$ cat src/shared/dtc_cfg.svh
// constants for the dual timer control block: register offsets, field
// positions, reset values and the prescale count.
// assumes an 8-bit special-function-register address space.
`ifndef DTC_CFG_SVH
`define DTC_CFG_SVH

// register offsets on the special-function-register bus
`define DTC_ADDR_TIMER_CONTROL        8'h88
`define DTC_ADDR_TIMER_MODE           8'h89
`define DTC_ADDR_TIMER0_COUNT_LOW     8'h8A
`define DTC_ADDR_TIMER1_COUNT_LOW     8'h8B
`define DTC_ADDR_TIMER0_COUNT_HIGH    8'h8C
`define DTC_ADDR_TIMER1_COUNT_HIGH    8'h8D
`define DTC_ADDR_TIMER_PRESCALE_SEL   8'h8E

// timer_control bit positions
`define DTC_BIT_TIMER1_OVERFLOW_FLAG  7
`define DTC_BIT_TIMER1_RUN            6
`define DTC_BIT_TIMER0_OVERFLOW_FLAG  5
`define DTC_BIT_TIMER0_RUN            4
`define DTC_BIT_EXT_IRQ1_FLAG         3
`define DTC_BIT_EXT_IRQ1_TYPE         2
`define DTC_BIT_EXT_IRQ0_FLAG         1
`define DTC_BIT_EXT_IRQ0_TYPE         0

// timer_mode bit positions
`define DTC_BIT_TIMER1_PIN_GATING     7
`define DTC_BIT_TIMER1_COUNTER_SEL    6
`define DTC_LSB_TIMER1_MODE_FIELD     4
`define DTC_BIT_TIMER0_PIN_GATING     3
`define DTC_BIT_TIMER0_COUNTER_SEL    2
`define DTC_LSB_TIMER0_MODE_FIELD     0

// timer_prescale_select bit positions
`define DTC_BIT_TIMER2_PRESCALE_BYP   5
`define DTC_BIT_TIMER1_PRESCALE_BYP   4
`define DTC_BIT_TIMER0_PRESCALE_BYP   3

// reset values
`define DTC_RST_TIMER_CONTROL         8'h00
`define DTC_RST_TIMER_MODE            8'h00
`define DTC_RST_COUNT                 8'h00
`define DTC_RST_PRESCALE_SEL          3'h0

// system clocks per prescaled tick
`define DTC_PRESCALE_DIV              12

`endif

$ cat src/shared/dtc_pkg.sv
// types shared by the dual timer control block and its bench.
// assumes the constants header supplies all numeric values.
package dtc_pkg;

	// one request on the special-function-register bus
	typedef struct packed {
		logic [7:0] addr;
		logic       wr;
		logic       rd;
		logic [7:0] wdata;
	} dtc_sfr_req_type;

	// pins from port logic, taken as synchronous to the clock
	typedef struct packed {
		logic ext_irq1_pin_n;
		logic ext_irq0_pin_n;
		logic timer1_event_pin;
		logic timer0_event_pin;
	} dtc_pins_type;

	// the four interrupt flags, or the four vector acknowledges
	typedef struct packed {
		logic timer1_overflow_flag;
		logic timer0_overflow_flag;
		logic ext_irq1_flag;
		logic ext_irq0_flag;
	} dtc_irq_flags_type;

	// mode field decode, in field-code order
	typedef enum logic [1:0] {
		DTC_MODE_13BIT,
		DTC_MODE_16BIT,
		DTC_MODE_RELOAD8,
		DTC_MODE_SPLIT
	} dtc_mode_type;

endpackage

$ cat src/rtl/dtc_top.sv
// dual counter/timer control: control, mode, prescale and count
// registers of timer 0 and timer 1 plus the two external interrupt
// flags that share the control register.
// assumes one special-function-register bus master and synchronous pins.
`timescale 1ns/1ps
`default_nettype none
`include "dtc_cfg.svh"

module dtc_top #(
	parameter int DIV = `DTC_PRESCALE_DIV  // clocks per prescaled tick
) (
	// clock and reset
	input  wire logic                       i_ref_clk,
	input  wire logic                       i_arst_n,
	// special-function-register bus
	input  wire dtc_pkg::dtc_sfr_req_type   i_sfr,
	output logic [7:0]                      o_sfr_rdata,
	// pins from port logic
	input  wire dtc_pkg::dtc_pins_type      i_pins,
	// interrupt vectoring acknowledges, one cycle each
	input  wire dtc_pkg::dtc_irq_flags_type i_vector_ack,
	// flags toward the interrupt controller
	output dtc_pkg::dtc_irq_flags_type      o_irq_flags,
	// timer1 overflow pulse for baud generation, and timer2 prescale
	output logic                            o_timer1_overflow,
	output logic                            o_timer2_prescale_bypass
);

	// the divider cannot make a tick period shorter than two clocks
	if (DIV < 2 || DIV > 255) begin : g_bad_div
		$error("dtc_top: DIV must lie in 2..255");
	end

	localparam int DW = $clog2(DIV);

	// address match, used by every write decode; the read mux compares addresses directly
	function automatic logic addr_hit(input logic [7:0] a,
	                                  input logic [7:0] off);
		return a == off;
	endfunction

	// one counting step for modes 13-bit, 16-bit and reload8
	function automatic logic [16:0] count_step(
		input dtc_pkg::dtc_mode_type m,
		input logic [7:0] lo,
		input logic [7:0] hi,
		input logic       inc);
		logic [7:0] nlo;
		logic [7:0] nhi;
		logic       ovf;
		nlo = lo;
		nhi = hi;
		ovf = 1'b0;
		if (inc) begin
			case (m)
				dtc_pkg::DTC_MODE_13BIT: begin
					// upper three low-byte bits are left alone
					nlo[4:0] = lo[4:0] + 5'h01;
					if (lo[4:0] == 5'h1F) begin
						nhi = hi + 8'h01;
						ovf = (hi == 8'hFF);
					end
				end
				dtc_pkg::DTC_MODE_16BIT: begin
					nlo = lo + 8'h01;
					if (lo == 8'hFF) begin
						nhi = hi + 8'h01;
						ovf = (hi == 8'hFF);
					end
				end
				dtc_pkg::DTC_MODE_RELOAD8: begin
					// high byte only supplies the reload value
					if (lo == 8'hFF) begin
						nlo = hi;
						ovf = 1'b1;
					end else begin
						nlo = lo + 8'h01;
					end
				end
				default: begin
					// split handled by the caller; stopped just keeps the count
				end
			endcase
		end
		return {ovf, nhi, nlo};
	endfunction

	// control register bits
	logic tf1, tr1, tf0, tr0, ie1, it1, ie0, it0;
	logic [7:0] timer_mode;              // timer_mode
	logic [2:0] timer_prescale_select;             // timer_prescale_select bits 5..3
	logic [7:0] tl0, th0, tl1, th1;
	logic [DW-1:0] div_cnt;        // prescale divider
	logic div_tick;                // one pulse per DIV clocks
	logic irq0_prev, irq1_prev;    // last interrupt pin levels

	// decoded fields
	dtc_pkg::dtc_mode_type mode0, mode1;
	logic timer0_pin_gating, timer1_pin_gating, csel0, csel1, t0m, t1m;
	assign mode0 = dtc_pkg::dtc_mode_type'(
		timer_mode[`DTC_LSB_TIMER0_MODE_FIELD +: 2]);
	assign mode1 = dtc_pkg::dtc_mode_type'(
		timer_mode[`DTC_LSB_TIMER1_MODE_FIELD +: 2]);
	assign timer0_pin_gating = timer_mode[`DTC_BIT_TIMER0_PIN_GATING];
	assign timer1_pin_gating = timer_mode[`DTC_BIT_TIMER1_PIN_GATING];
	assign csel0 = timer_mode[`DTC_BIT_TIMER0_COUNTER_SEL];
	// timer1 loses its event input while timer0 is split
	assign csel1 = timer_mode[`DTC_BIT_TIMER1_COUNTER_SEL]
	               & (mode0 != dtc_pkg::DTC_MODE_SPLIT);
	assign t0m = timer_prescale_select[`DTC_BIT_TIMER0_PRESCALE_BYP - 3];
	assign t1m = timer_prescale_select[`DTC_BIT_TIMER1_PRESCALE_BYP - 3];

	// write strobes
	logic wr_timer_control, wr_timer_mode, wr_timer_prescale_select, wr_tl0, wr_th0, wr_tl1, wr_th1;
	assign wr_timer_control  = i_sfr.wr & addr_hit(i_sfr.addr,
	                                      `DTC_ADDR_TIMER_CONTROL);
	assign wr_timer_mode  = i_sfr.wr & addr_hit(i_sfr.addr, `DTC_ADDR_TIMER_MODE);
	assign wr_timer_prescale_select = i_sfr.wr & addr_hit(i_sfr.addr,
	                                      `DTC_ADDR_TIMER_PRESCALE_SEL);
	assign wr_tl0 = i_sfr.wr & addr_hit(i_sfr.addr,
	                                    `DTC_ADDR_TIMER0_COUNT_LOW);
	assign wr_th0 = i_sfr.wr & addr_hit(i_sfr.addr,
	                                    `DTC_ADDR_TIMER0_COUNT_HIGH);
	assign wr_tl1 = i_sfr.wr & addr_hit(i_sfr.addr,
	                                    `DTC_ADDR_TIMER1_COUNT_LOW);
	assign wr_th1 = i_sfr.wr & addr_hit(i_sfr.addr,
	                                    `DTC_ADDR_TIMER1_COUNT_HIGH);

	// prescale divider: a free-running enable, never a second clock
	always_ff @(posedge i_ref_clk or negedge i_arst_n) begin
		if (!i_arst_n) begin
			div_cnt <= '0;
		end else if (div_tick) begin
			div_cnt <= '0;
		end else begin
			div_cnt <= div_cnt + DW'(1);
		end
	end
	assign div_tick = (div_cnt == DW'(DIV - 1));

	// tick sources for both timers
	logic [1:0] tick;
	logic [1:0] tsel, tbyp, tpin;
	assign tsel = {csel1, csel0};
	assign tbyp = {t1m, t0m};
	assign tpin = {i_pins.timer1_event_pin, i_pins.timer0_event_pin};
	for (genvar g = 0; g < 2; g++) begin : g_tick
		dtc_tick_sel u_tick (
			.i_ref_clk         (i_ref_clk),
			.i_arst_n          (i_arst_n),
			.i_counter_select  (tsel[g]),
			.i_prescale_bypass (tbyp[g]),
			.i_div_tick        (div_tick),
			.i_event_pin       (tpin[g]),
			.o_tick            (tick[g])
		);
	end

	// run and gating; split high byte runs off timer1's run bit
	logic inc0, inc1, inc0h;
	assign inc0 = tr0 & (~timer0_pin_gating | i_pins.ext_irq0_pin_n) & tick[0];
	assign inc1 = tr1 & (~timer1_pin_gating | i_pins.ext_irq1_pin_n) & tick[1];
	assign inc0h = tr1 & (t0m | div_tick);

	// next counts and overflow events
	logic [7:0] next_tl0, next_th0, next_tl1, next_th1;
	logic ovf0, ovf1, ovf0h;
	always_comb begin
		logic [16:0] s0;
		logic [16:0] s1;
		logic [8:0]  lo_sum;
		logic [8:0]  hi_sum;
		s0 = count_step(mode0, tl0, th0, inc0);
		s1 = count_step(mode1, tl1, th1, inc1);
		lo_sum = {1'b0, tl0} + 9'h001;
		hi_sum = {1'b0, th0} + 9'h001;
		{ovf0, next_th0, next_tl0} = s0;
		ovf0h = 1'b0;
		if (mode0 == dtc_pkg::DTC_MODE_SPLIT) begin
			// two independent 8-bit counters
			next_tl0 = inc0 ? lo_sum[7:0] : tl0;
			ovf0 = inc0 & lo_sum[8];
			next_th0 = inc0h ? hi_sum[7:0] : th0;
			ovf0h = inc0h & hi_sum[8];
		end
		{ovf1, next_th1, next_tl1} = s1;  // stopped mode keeps count
	end

	// timer1 flag source swaps while timer0 is split
	logic set_tf0, set_tf1;
	assign set_tf0 = ovf0;
	assign set_tf1 = (mode0 == dtc_pkg::DTC_MODE_SPLIT) ? ovf0h : ovf1;

	// timer0 count bytes: software write wins over counting
	always_ff @(posedge i_ref_clk or negedge i_arst_n) begin
		if (!i_arst_n) begin
			tl0 <= `DTC_RST_COUNT;
			th0 <= `DTC_RST_COUNT;
		end else begin
			tl0 <= wr_tl0 ? i_sfr.wdata : next_tl0;
			th0 <= wr_th0 ? i_sfr.wdata : next_th0;
		end
	end

	// timer1 count bytes
	always_ff @(posedge i_ref_clk or negedge i_arst_n) begin
		if (!i_arst_n) begin
			tl1 <= `DTC_RST_COUNT;
			th1 <= `DTC_RST_COUNT;
		end else begin
			tl1 <= wr_tl1 ? i_sfr.wdata : next_tl1;
			th1 <= wr_th1 ? i_sfr.wdata : next_th1;
		end
	end

	// overflow flags: a hardware set beats a same-cycle clear
	always_ff @(posedge i_ref_clk or negedge i_arst_n) begin
		if (!i_arst_n) begin
			tf0 <= 1'b0;
			tf1 <= 1'b0;
		end else begin
			if (set_tf0) begin
				tf0 <= 1'b1;
			end else if (wr_timer_control) begin
				tf0 <= i_sfr.wdata[`DTC_BIT_TIMER0_OVERFLOW_FLAG];
			end else if (i_vector_ack.timer0_overflow_flag) begin
				tf0 <= 1'b0;
			end
			if (set_tf1) begin
				tf1 <= 1'b1;
			end else if (wr_timer_control) begin
				tf1 <= i_sfr.wdata[`DTC_BIT_TIMER1_OVERFLOW_FLAG];
			end else if (i_vector_ack.timer1_overflow_flag) begin
				tf1 <= 1'b0;
			end
		end
	end

	// run and type bits
	always_ff @(posedge i_ref_clk or negedge i_arst_n) begin
		if (!i_arst_n) begin
			{tr1, tr0, it1, it0} <= 4'h0;
		end else if (wr_timer_control) begin
			tr1 <= i_sfr.wdata[`DTC_BIT_TIMER1_RUN];
			tr0 <= i_sfr.wdata[`DTC_BIT_TIMER0_RUN];
			it1 <= i_sfr.wdata[`DTC_BIT_EXT_IRQ1_TYPE];
			it0 <= i_sfr.wdata[`DTC_BIT_EXT_IRQ0_TYPE];
		end
	end

	// interrupt pin history for falling-edge detection
	always_ff @(posedge i_ref_clk or negedge i_arst_n) begin
		if (!i_arst_n) begin
			irq0_prev <= 1'b1;
			irq1_prev <= 1'b1;
		end else begin
			irq0_prev <= i_pins.ext_irq0_pin_n;
			irq1_prev <= i_pins.ext_irq1_pin_n;
		end
	end

	logic fall0, fall1;
	assign fall0 = irq0_prev & ~i_pins.ext_irq0_pin_n;
	assign fall1 = irq1_prev & ~i_pins.ext_irq1_pin_n;

	// external flags; level mode tracks the pin one clock late
	always_ff @(posedge i_ref_clk or negedge i_arst_n) begin
		if (!i_arst_n) begin
			ie0 <= 1'b0;
			ie1 <= 1'b0;
		end else begin
			if (!it1) begin
				ie1 <= ~i_pins.ext_irq1_pin_n;
			end else if (fall1) begin
				ie1 <= 1'b1;
			end else if (wr_timer_control) begin
				ie1 <= i_sfr.wdata[`DTC_BIT_EXT_IRQ1_FLAG];
			end else if (i_vector_ack.ext_irq1_flag) begin
				ie1 <= 1'b0;
			end
			if (!it0) begin
				ie0 <= ~i_pins.ext_irq0_pin_n;
			end else if (fall0) begin
				ie0 <= 1'b1;
			end else if (wr_timer_control) begin
				ie0 <= i_sfr.wdata[`DTC_BIT_EXT_IRQ0_FLAG];
			end else if (i_vector_ack.ext_irq0_flag) begin
				ie0 <= 1'b0;
			end
		end
	end

	// mode and prescale registers
	always_ff @(posedge i_ref_clk or negedge i_arst_n) begin
		if (!i_arst_n) begin
			timer_mode  <= `DTC_RST_TIMER_MODE;
			timer_prescale_select <= `DTC_RST_PRESCALE_SEL;
		end else begin
			if (wr_timer_mode) begin
				timer_mode <= i_sfr.wdata;
			end
			if (wr_timer_prescale_select) begin
				// only bits 5..3 are stored; the rest are dropped
				timer_prescale_select <= i_sfr.wdata[5:3];
			end
		end
	end

	// read data, registered; unmapped addresses return zero
	logic [7:0] timer_control_rd;
	assign timer_control_rd = {tf1, tr1, tf0, tr0, ie1, it1, ie0, it0};
	always_ff @(posedge i_ref_clk or negedge i_arst_n) begin
		if (!i_arst_n) begin
			o_sfr_rdata <= 8'h00;
		end else if (i_sfr.rd) begin
			case (i_sfr.addr)
				`DTC_ADDR_TIMER_CONTROL:      o_sfr_rdata <= timer_control_rd;
				`DTC_ADDR_TIMER_MODE:         o_sfr_rdata <= timer_mode;
				`DTC_ADDR_TIMER0_COUNT_LOW:   o_sfr_rdata <= tl0;
				`DTC_ADDR_TIMER1_COUNT_LOW:   o_sfr_rdata <= tl1;
				`DTC_ADDR_TIMER0_COUNT_HIGH:  o_sfr_rdata <= th0;
				`DTC_ADDR_TIMER1_COUNT_HIGH:  o_sfr_rdata <= th1;
				`DTC_ADDR_TIMER_PRESCALE_SEL:
					o_sfr_rdata <= {2'h0, timer_prescale_select, 3'h0};
				default:                      o_sfr_rdata <= 8'h00;
			endcase
		end
	end

	// timer1 overflow pulse survives split mode for baud use
	always_ff @(posedge i_ref_clk or negedge i_arst_n) begin
		if (!i_arst_n) begin
			o_timer1_overflow <= 1'b0;
		end else begin
			o_timer1_overflow <= ovf1;
		end
	end

	// timer2 only consumes this bit; its own modes decide relevance
	assign o_timer2_prescale_bypass =
		timer_prescale_select[`DTC_BIT_TIMER2_PRESCALE_BYP - 3];
	assign o_irq_flags = '{timer1_overflow_flag: tf1,
	                       timer0_overflow_flag: tf0,
	                       ext_irq1_flag: ie1,
	                       ext_irq0_flag: ie0};
endmodule

`default_nettype wire

$ cat src/rtl/dtc_tick_sel.sv
// per-timer count-enable source: prescaled clock tick or falling edge
// of the external event pin.
// assumes the event pin is synchronous to i_ref_clk.
`timescale 1ns/1ps
`default_nettype none

module dtc_tick_sel (
	// clock and reset
	input  wire logic i_ref_clk,
	input  wire logic i_arst_n,
	// selection
	input  wire logic i_counter_select,   // 1: count event pin edges
	input  wire logic i_prescale_bypass,  // 1: every clock is a tick
	input  wire logic i_div_tick,         // one pulse per prescale period
	// event pin
	input  wire logic i_event_pin,
	// count enable, one cycle wide
	output logic      o_tick
);

	logic event_prev;  // last sampled event pin level

	// remember the pin so a high-to-low step can be seen
	always_ff @(posedge i_ref_clk or negedge i_arst_n) begin
		if (!i_arst_n) begin
			event_prev <= 1'b1;  // no false edge out of reset
		end else begin
			event_prev <= i_event_pin;
		end
	end

	// edges keep being tracked while stopped, so none is replayed later
	assign o_tick = i_counter_select ? (event_prev & ~i_event_pin)
	                                 : (i_prescale_bypass | i_div_tick);

endmodule

`default_nettype wire

$ cat config.mk
export PLATFORM = sky130hd
export DESIGN_NAME = dtc_top
export DESIGN_NICKNAME = d
export VERILOG_FILES = /design/src/shared/dtc_pkg.sv /design/src/rtl/dtc_top.sv /design/src/rtl/dtc_tick_sel.sv
export VERILOG_INCLUDE_DIRS = /design/src /design/src/shared
export SDC_FILE = /design/constraint.sdc
export NUM_CORES = 1
export LEC_CHECK = 0
export BUFFER_PORTS_ARGS = -buffer_cell sky130_fd_sc_hd__buf_4
export CORE_ASPECT_RATIO = 0.75
export CORE_MARGIN = 3
export CORE_UTILIZATION = 54
export DETAILED_ROUTE_END_ITERATION = 10
export PLACE_DENSITY_LB_ADDON = 0.3
export RECOVER_POWER = 100
export SLEW_MARGIN = 30
export SYNTH_ARGS = -nofsm -noshare
export SYNTH_HDL_FRONTEND = slang
export SYNTH_SLANG_ARGS = --single-unit
export TNS_END_PERCENT = 30
$ cat constraint.sdc
create_clock -name i_ref_clk -period 3.5 [get_ports i_ref_clk]
set_clock_uncertainty 0.15 [all_clocks]
set_input_delay 0.35 -clock i_ref_clk [delete_from_list [all_inputs] [get_ports i_ref_clk]]
set_output_delay 0.35 -clock i_ref_clk [all_outputs]
set_load 0.02 [all_outputs]
Word-level counts from Yosys, hierarchy flattened

Index checks and enable logic that the tools add are counted.

Output and inout bits: 14
Input bits: 28
Register bits after elaboration: 68

Bitwise logic cells: 29
Reductions and logical operators: 20
Mux-type cells: 54
$add $sub $neg: 9
Eq/ne operators: 27

Operators with widths:

| kind                  | number |
|---|---|
| $mux W8               | 18 |
| $eq A8 B8 Y1 const B  | 11 |
| $pmux W8 S7           | 1 |
| $add A8 B1 Y8 const B | 4 |
| $pmux W8 S2           | 2 |
| $pmux W5 S3           | 2 |
| $mux W1               | 26 |
| $and A1 B1 Y1         | 19 |
| $add A8 B1 Y9 const B | 2 |
| $reduce_bool A3 Y1    | 5 |
| $pmux W3 S2           | 2 |
| $reduce_bool A4 Y1    | 3 |
| $add A5 B1 Y5 const B | 2 |
| $eq A5 B5 Y1 const B  | 2 |
| $ne A3 B3 Y1 const B  | 3 |
| $ne A4 B2 Y1 const B  | 2 |
| $ne A4 B4 Y1 const B  | 2 |
| $reduce_and A2 Y1     | 4 |
| $eq A2 B2 Y1 const B  | 3 |
| $not A1 Y1            | 6 |
| $pmux W1 S3           | 2 |
| $reduce_bool A2 Y1    | 3 |
| $reduce_and A5 Y1     | 1 |
| $reduce_bool A5 Y1    | 1 |
| other kinds (8)       | 13 |

Longest topological paths before layout

Depth after elaboration: 7
Gate-level depth with buffers: 9
Mapped depth without buffers: 8

Cells and area by module

Synthesis repeated with hierarchy kept, for this count alone.

Cells, all modules: 462
Area total of the unflattened synthesis: 4438.0 um2

Modules (own cells, without submodules):

| module       | times used | area each (um2) | cells each |
|---|---|---|---|
| dtc_top      | 1          | 4357.9          | 454 |
| dtc_tick_sel | 2          | 40.0            | 4 |

Least setup slack after synthesis

Ideal clock, no wire load.

Path kind: flip-flop to flip-flop
Start point: register tl1[0]
End point: register th1[2]
Path slack: 842 ps
Buffers on the path: 2
Required time: 3263 ps
Cell stages (with the launch flop): 10
Arrival: 2421 ps
Path through: dfrtp_1 -> ha_1 -> and3_1 -> clkbuf_1 -> ha_1 -> mux2i_1 -> or4_4 -> buf_6 -> or4_1 -> o211ai_1

Word-level cells in the longest chain between the ends: 3
Elaborated cells on any way between the ends: 5
Those cells by class: 4 x eq/ne; 1 x reduce/logical

RTL lines:

| what                                                | RTL line                     | text |
|---|---|---|
| from (decl)                                         | dtc_top.sv:92                | `logic [7:0] tl0, th0, tl1, th1;` |
| from (signal assigned)                              | dtc_top.sv:208               | `` tl1 <= `DTC_RST_COUNT; `` |
| from (signal assigned)                              | dtc_top.sv:211               | `tl1 <= wr_tl1 ? i_sfr.wdata : next_tl1;` |
| $eq A8 B8 Y1 / $eq A5 B5 Y1 (equally long branches) | dtc_top.sv:66, dtc_top.sv:59 |  |
| $ne A3 B3 Y1 (no line)                              | n/a                          |  |
| $reduce_and A4 Y1 (no line) (*)                     | n/a                          |  |
| to (signal assigned)                                | dtc_top.sv:209               | `` th1 <= `DTC_RST_COUNT; `` |
| to (signal assigned)                                | dtc_top.sv:212               | `th1 <= wr_th1 ? i_sfr.wdata : next_th1;` |
| to (decl)                                           | dtc_top.sv:92                |  |

Every way passes the cells marked *; elsewhere a longest branch is shown, timed or not.
A chain may end at the register's enable or synchronous reset.

Worst setup path in the final report

Start point: register tl1[0]
End point: register th1[6]

The elaborated chain is that of the path after synthesis.

==> impl_metrics.ini <==
[run_status]
outcome = finished, violations left
violations = capacitance limit, slew limit

[synth]
synthesis.area_sq_um = 4410
ys_ff_latch = 68
yosys.area.top_type_share_pct = 36.3
synth_ff_type = dfrtp_1
synth.avg_cell_area_sq_um = 8.95
yosysMostFrequentCell = dfrtp_1
synth_area_leader_cell = dfrtp_1
syn-num-nets = 538
yosysSeqAreaShare_pct = 38.7
yosysWarnings = 0
synthTopCellsByCount = dfrtp_1, o21ai_0, nor2_1, nand2_1, inv_1
synth_cell_types = 57
synth_edf_count = 0
synthCells = 493
synth_area_leaders = dfrtp_1, o21ai_0, ha_1
async_flop_share_pct = 100

[global_routing]
grt_pass1_vias = 4018
track_usage_pct = 28.8
grt_max_degree = 69
overflow = 0
antenna_found_initial = 0
grt_pass1_wl_mm = 21.1

[floorplan]
die_h_microns = 84.3
rows = 27
io_pins = 42
die_area_sq_um = 9310
die_w_microns = 110
initial_core_util_pct = 57.8
core_area_sq_um = 7630

[routing]
drt_iter0_markers = 408
via_per_inst = 6.62
drt_pass1_iterations = 5
drc = 0
postRouteAntennaNets = 0
wire_per_inst_microns = 20.7
routed_wl_mm = 13.1
via_count = 4192

[clock_tree]
path_clk_slew_ns = 0.08
clkSinkCount = 68
cts-resized-gates = 0
postCtsSetupBuffers = 0
h-tree-depth = 3
clock_latency_ns = 0.36
cts_tree = built
cts_buffers = 9
cts.hold.buffers_added = 5
cts_max_path_buffers = 2
cts-root-buf = clkbuf_8

[critical_path]
critPathMaxFanout = 14
r2r_slack_ns = 0.45
crit_path_end_kind = flop
path_delay_family = simple AND/OR/NAND/NOR gates
critPathArrivalTime_ns = 3.19
startpoint_type = flop
crit_buf_inv = 0
cp.required_ns = 3.63
crit_chain = ha_1, and3_1, ha_1, mux2i_1, or4_1, or4_1, a31oi_1
cpMaxStageDelayCell = or4_1
crit_path_max_incr_delay_ns = 0.71
worst-setup-path-type = flop to flop

[power_and_ir_drop]
ir_drop_mv = 0.283
power.density_nw_per_um2 = 425
leakage_uw = 0.00211
power.total_uw = 2110

[sta]
maxSlewHeadroom_pct = -13.3
final.period_utilization_pct = 87.2
worst_pin_slew_ns = 1.70
tns_ns = 0
min_period_ns = 3.05
finalHoldViolCount = 0
rsz0062_at_grt = false
finalSetupViolCount = 0
fmax_mhz = 328
slew_viol_final = 69

[finish]
nFillCells = 641
fin_nets = 572
drive_gt1_share_pct = 12.0
diodes = 0
area_delta_synth_final_pct = 12.5

[worst_hold_path]
hold_path.class = input pin to flop

[placement]
routabilityCongestion = 0.951
io_buffers = 41
dp_hpwl_mm = 9.50

[job]
maxCapViolCount = 1
[stage by stage]
| step | utilization (%) | area (sq um) | setup slack [ns] | std cells | hold slack (ns) |
|---|---|---|---|---|---|
| after global placement | 62.1 | 4740 | 0.802 | 612 | 0.296 |
| after CTS | 66.0 | 5040 | 0.654 | 633 | 0.0931 |
| after floorplan | - | 4410 | 0.842 | 493 | -0.0956 |
| after global routing | 65.0 | 4970 | 0.280 | 633 | 0.110 |
| final | 65.0 | 4970 | 0.447 | 633 | 0.0962 |
| after detailed placement | 62.1 | 4740 | 0.667 | 612 | 0.312 |
[cells by family (layout without fill, tap and decap cells)]
| group | count (synthesis) | count (layout) | share of synthesized area (%) |
|---|---|---|---|
| flops | 68 | 68 | 38.7 |
| buf+inv | 61 | 100 | 5.90 |
| fa+ha+maj | 17 | 17 | 4.82 |
| simple gates | 173 | 173 | 20.4 |
| xor+xnor | 8 | 8 | 1.59 |
| compound gates | 140 | 140 | 20.8 |
| mux | 26 | 26 | 7.82 |
[worst reg2reg max path: cells and delay by family, from the launching register on]
family | cells | cell delay (ns)
and+or+nand+nor | 3 | 1.62
adders and majority gates | 2 | 0.49
DFF | 1 | 0.45
AOI/OAI and AO/OA | 1 | 0.20
muxes | 1 | 0.07
[final timing paths]
path | startpoint | end | cells past startpoint
min in group asynchronous | i_arst_n | th1[5] | 2
worst min-delay path | i_sfr[2] | tl1[2] | 3
worst max-delay path | tl1[0] | th1[6] | 7
worst max register to register | tl1[0] | th1[6] | 7
worst min register to register | div_cnt[0] | div_cnt[0] | 1
max in group asynchronous | i_arst_n | tl0[1] | 2
[layout make-up]
| cell class | count | area (sq um) | area share (%) |
|---|---|---|---|
| Sequential cell | 68 | 1710 | 34.4 |
| Timing Repair Buffer | 48 | 307 | 6.17 |
| Clock buffer | 12 | 155 | 3.12 |
| Inverter | 36 | 135 | 2.72 |
| Clock inverter | 4 | 95.1 | 1.91 |
| Tap cell | 101 | 126 | 2.54 |
| Multi-Input combinational cell | 364 | 2440 | 49.2 |
[cell usage in the layout, fill, tap and decap left out, types with 7 or more instances in the layout]
cell type  instances
o22ai_1           14
a31oi_1           22
inv_1             36
mux2i_1           12
nand3_1           19
nand2b_1           7
clkbuf_1          18
o211ai_1           7
nor2_1            41
clkbuf_8          11
nor2b_1            7
o21ai_0           45
dfrtp_1           64
o31ai_1            8
buf_4             22
mux2_2             8
ha_1              17
or4_1             11
nand2_1           40
and3_1            11
[registers in the layout, indices dropped and copies added (netlist names)]
name                      flops
timer_mode                    8
it0                           1
div_cnt                       4
o_sfr_rdata                   8
tl1                           8
th1                           8
ie0                           1
ie1                           1
it1                           1
tr0                           1
tf1                           1
tl0                           8
irq1_prev                     1
g_tick.u_tick.event_prev      2
tf0                           1
timer_prescale_select         3
tr1                           1
o_timer1_overflow             1
th0                           8
irq0_prev                     1
[where the power goes]
part	internal (uW)	switching [uW]	total, uW
Sequential	840	93.2	933
Clock	512	316	828
Combinational	151	201	352
[per-layer routing]
metal | track usage, % | part of all wire, % | vias to the layer above
li1 | - | - | 1885
met3 | 10.0 | 12 | 47
met5 | 0 | 0 | -
met4 | 12.1 | 3.2 | 0
met2 | 40.6 | 42 | 248
met1 | 40.3 | 43 | 2012
Note: power is estimated with default switching activity, not from simulation.
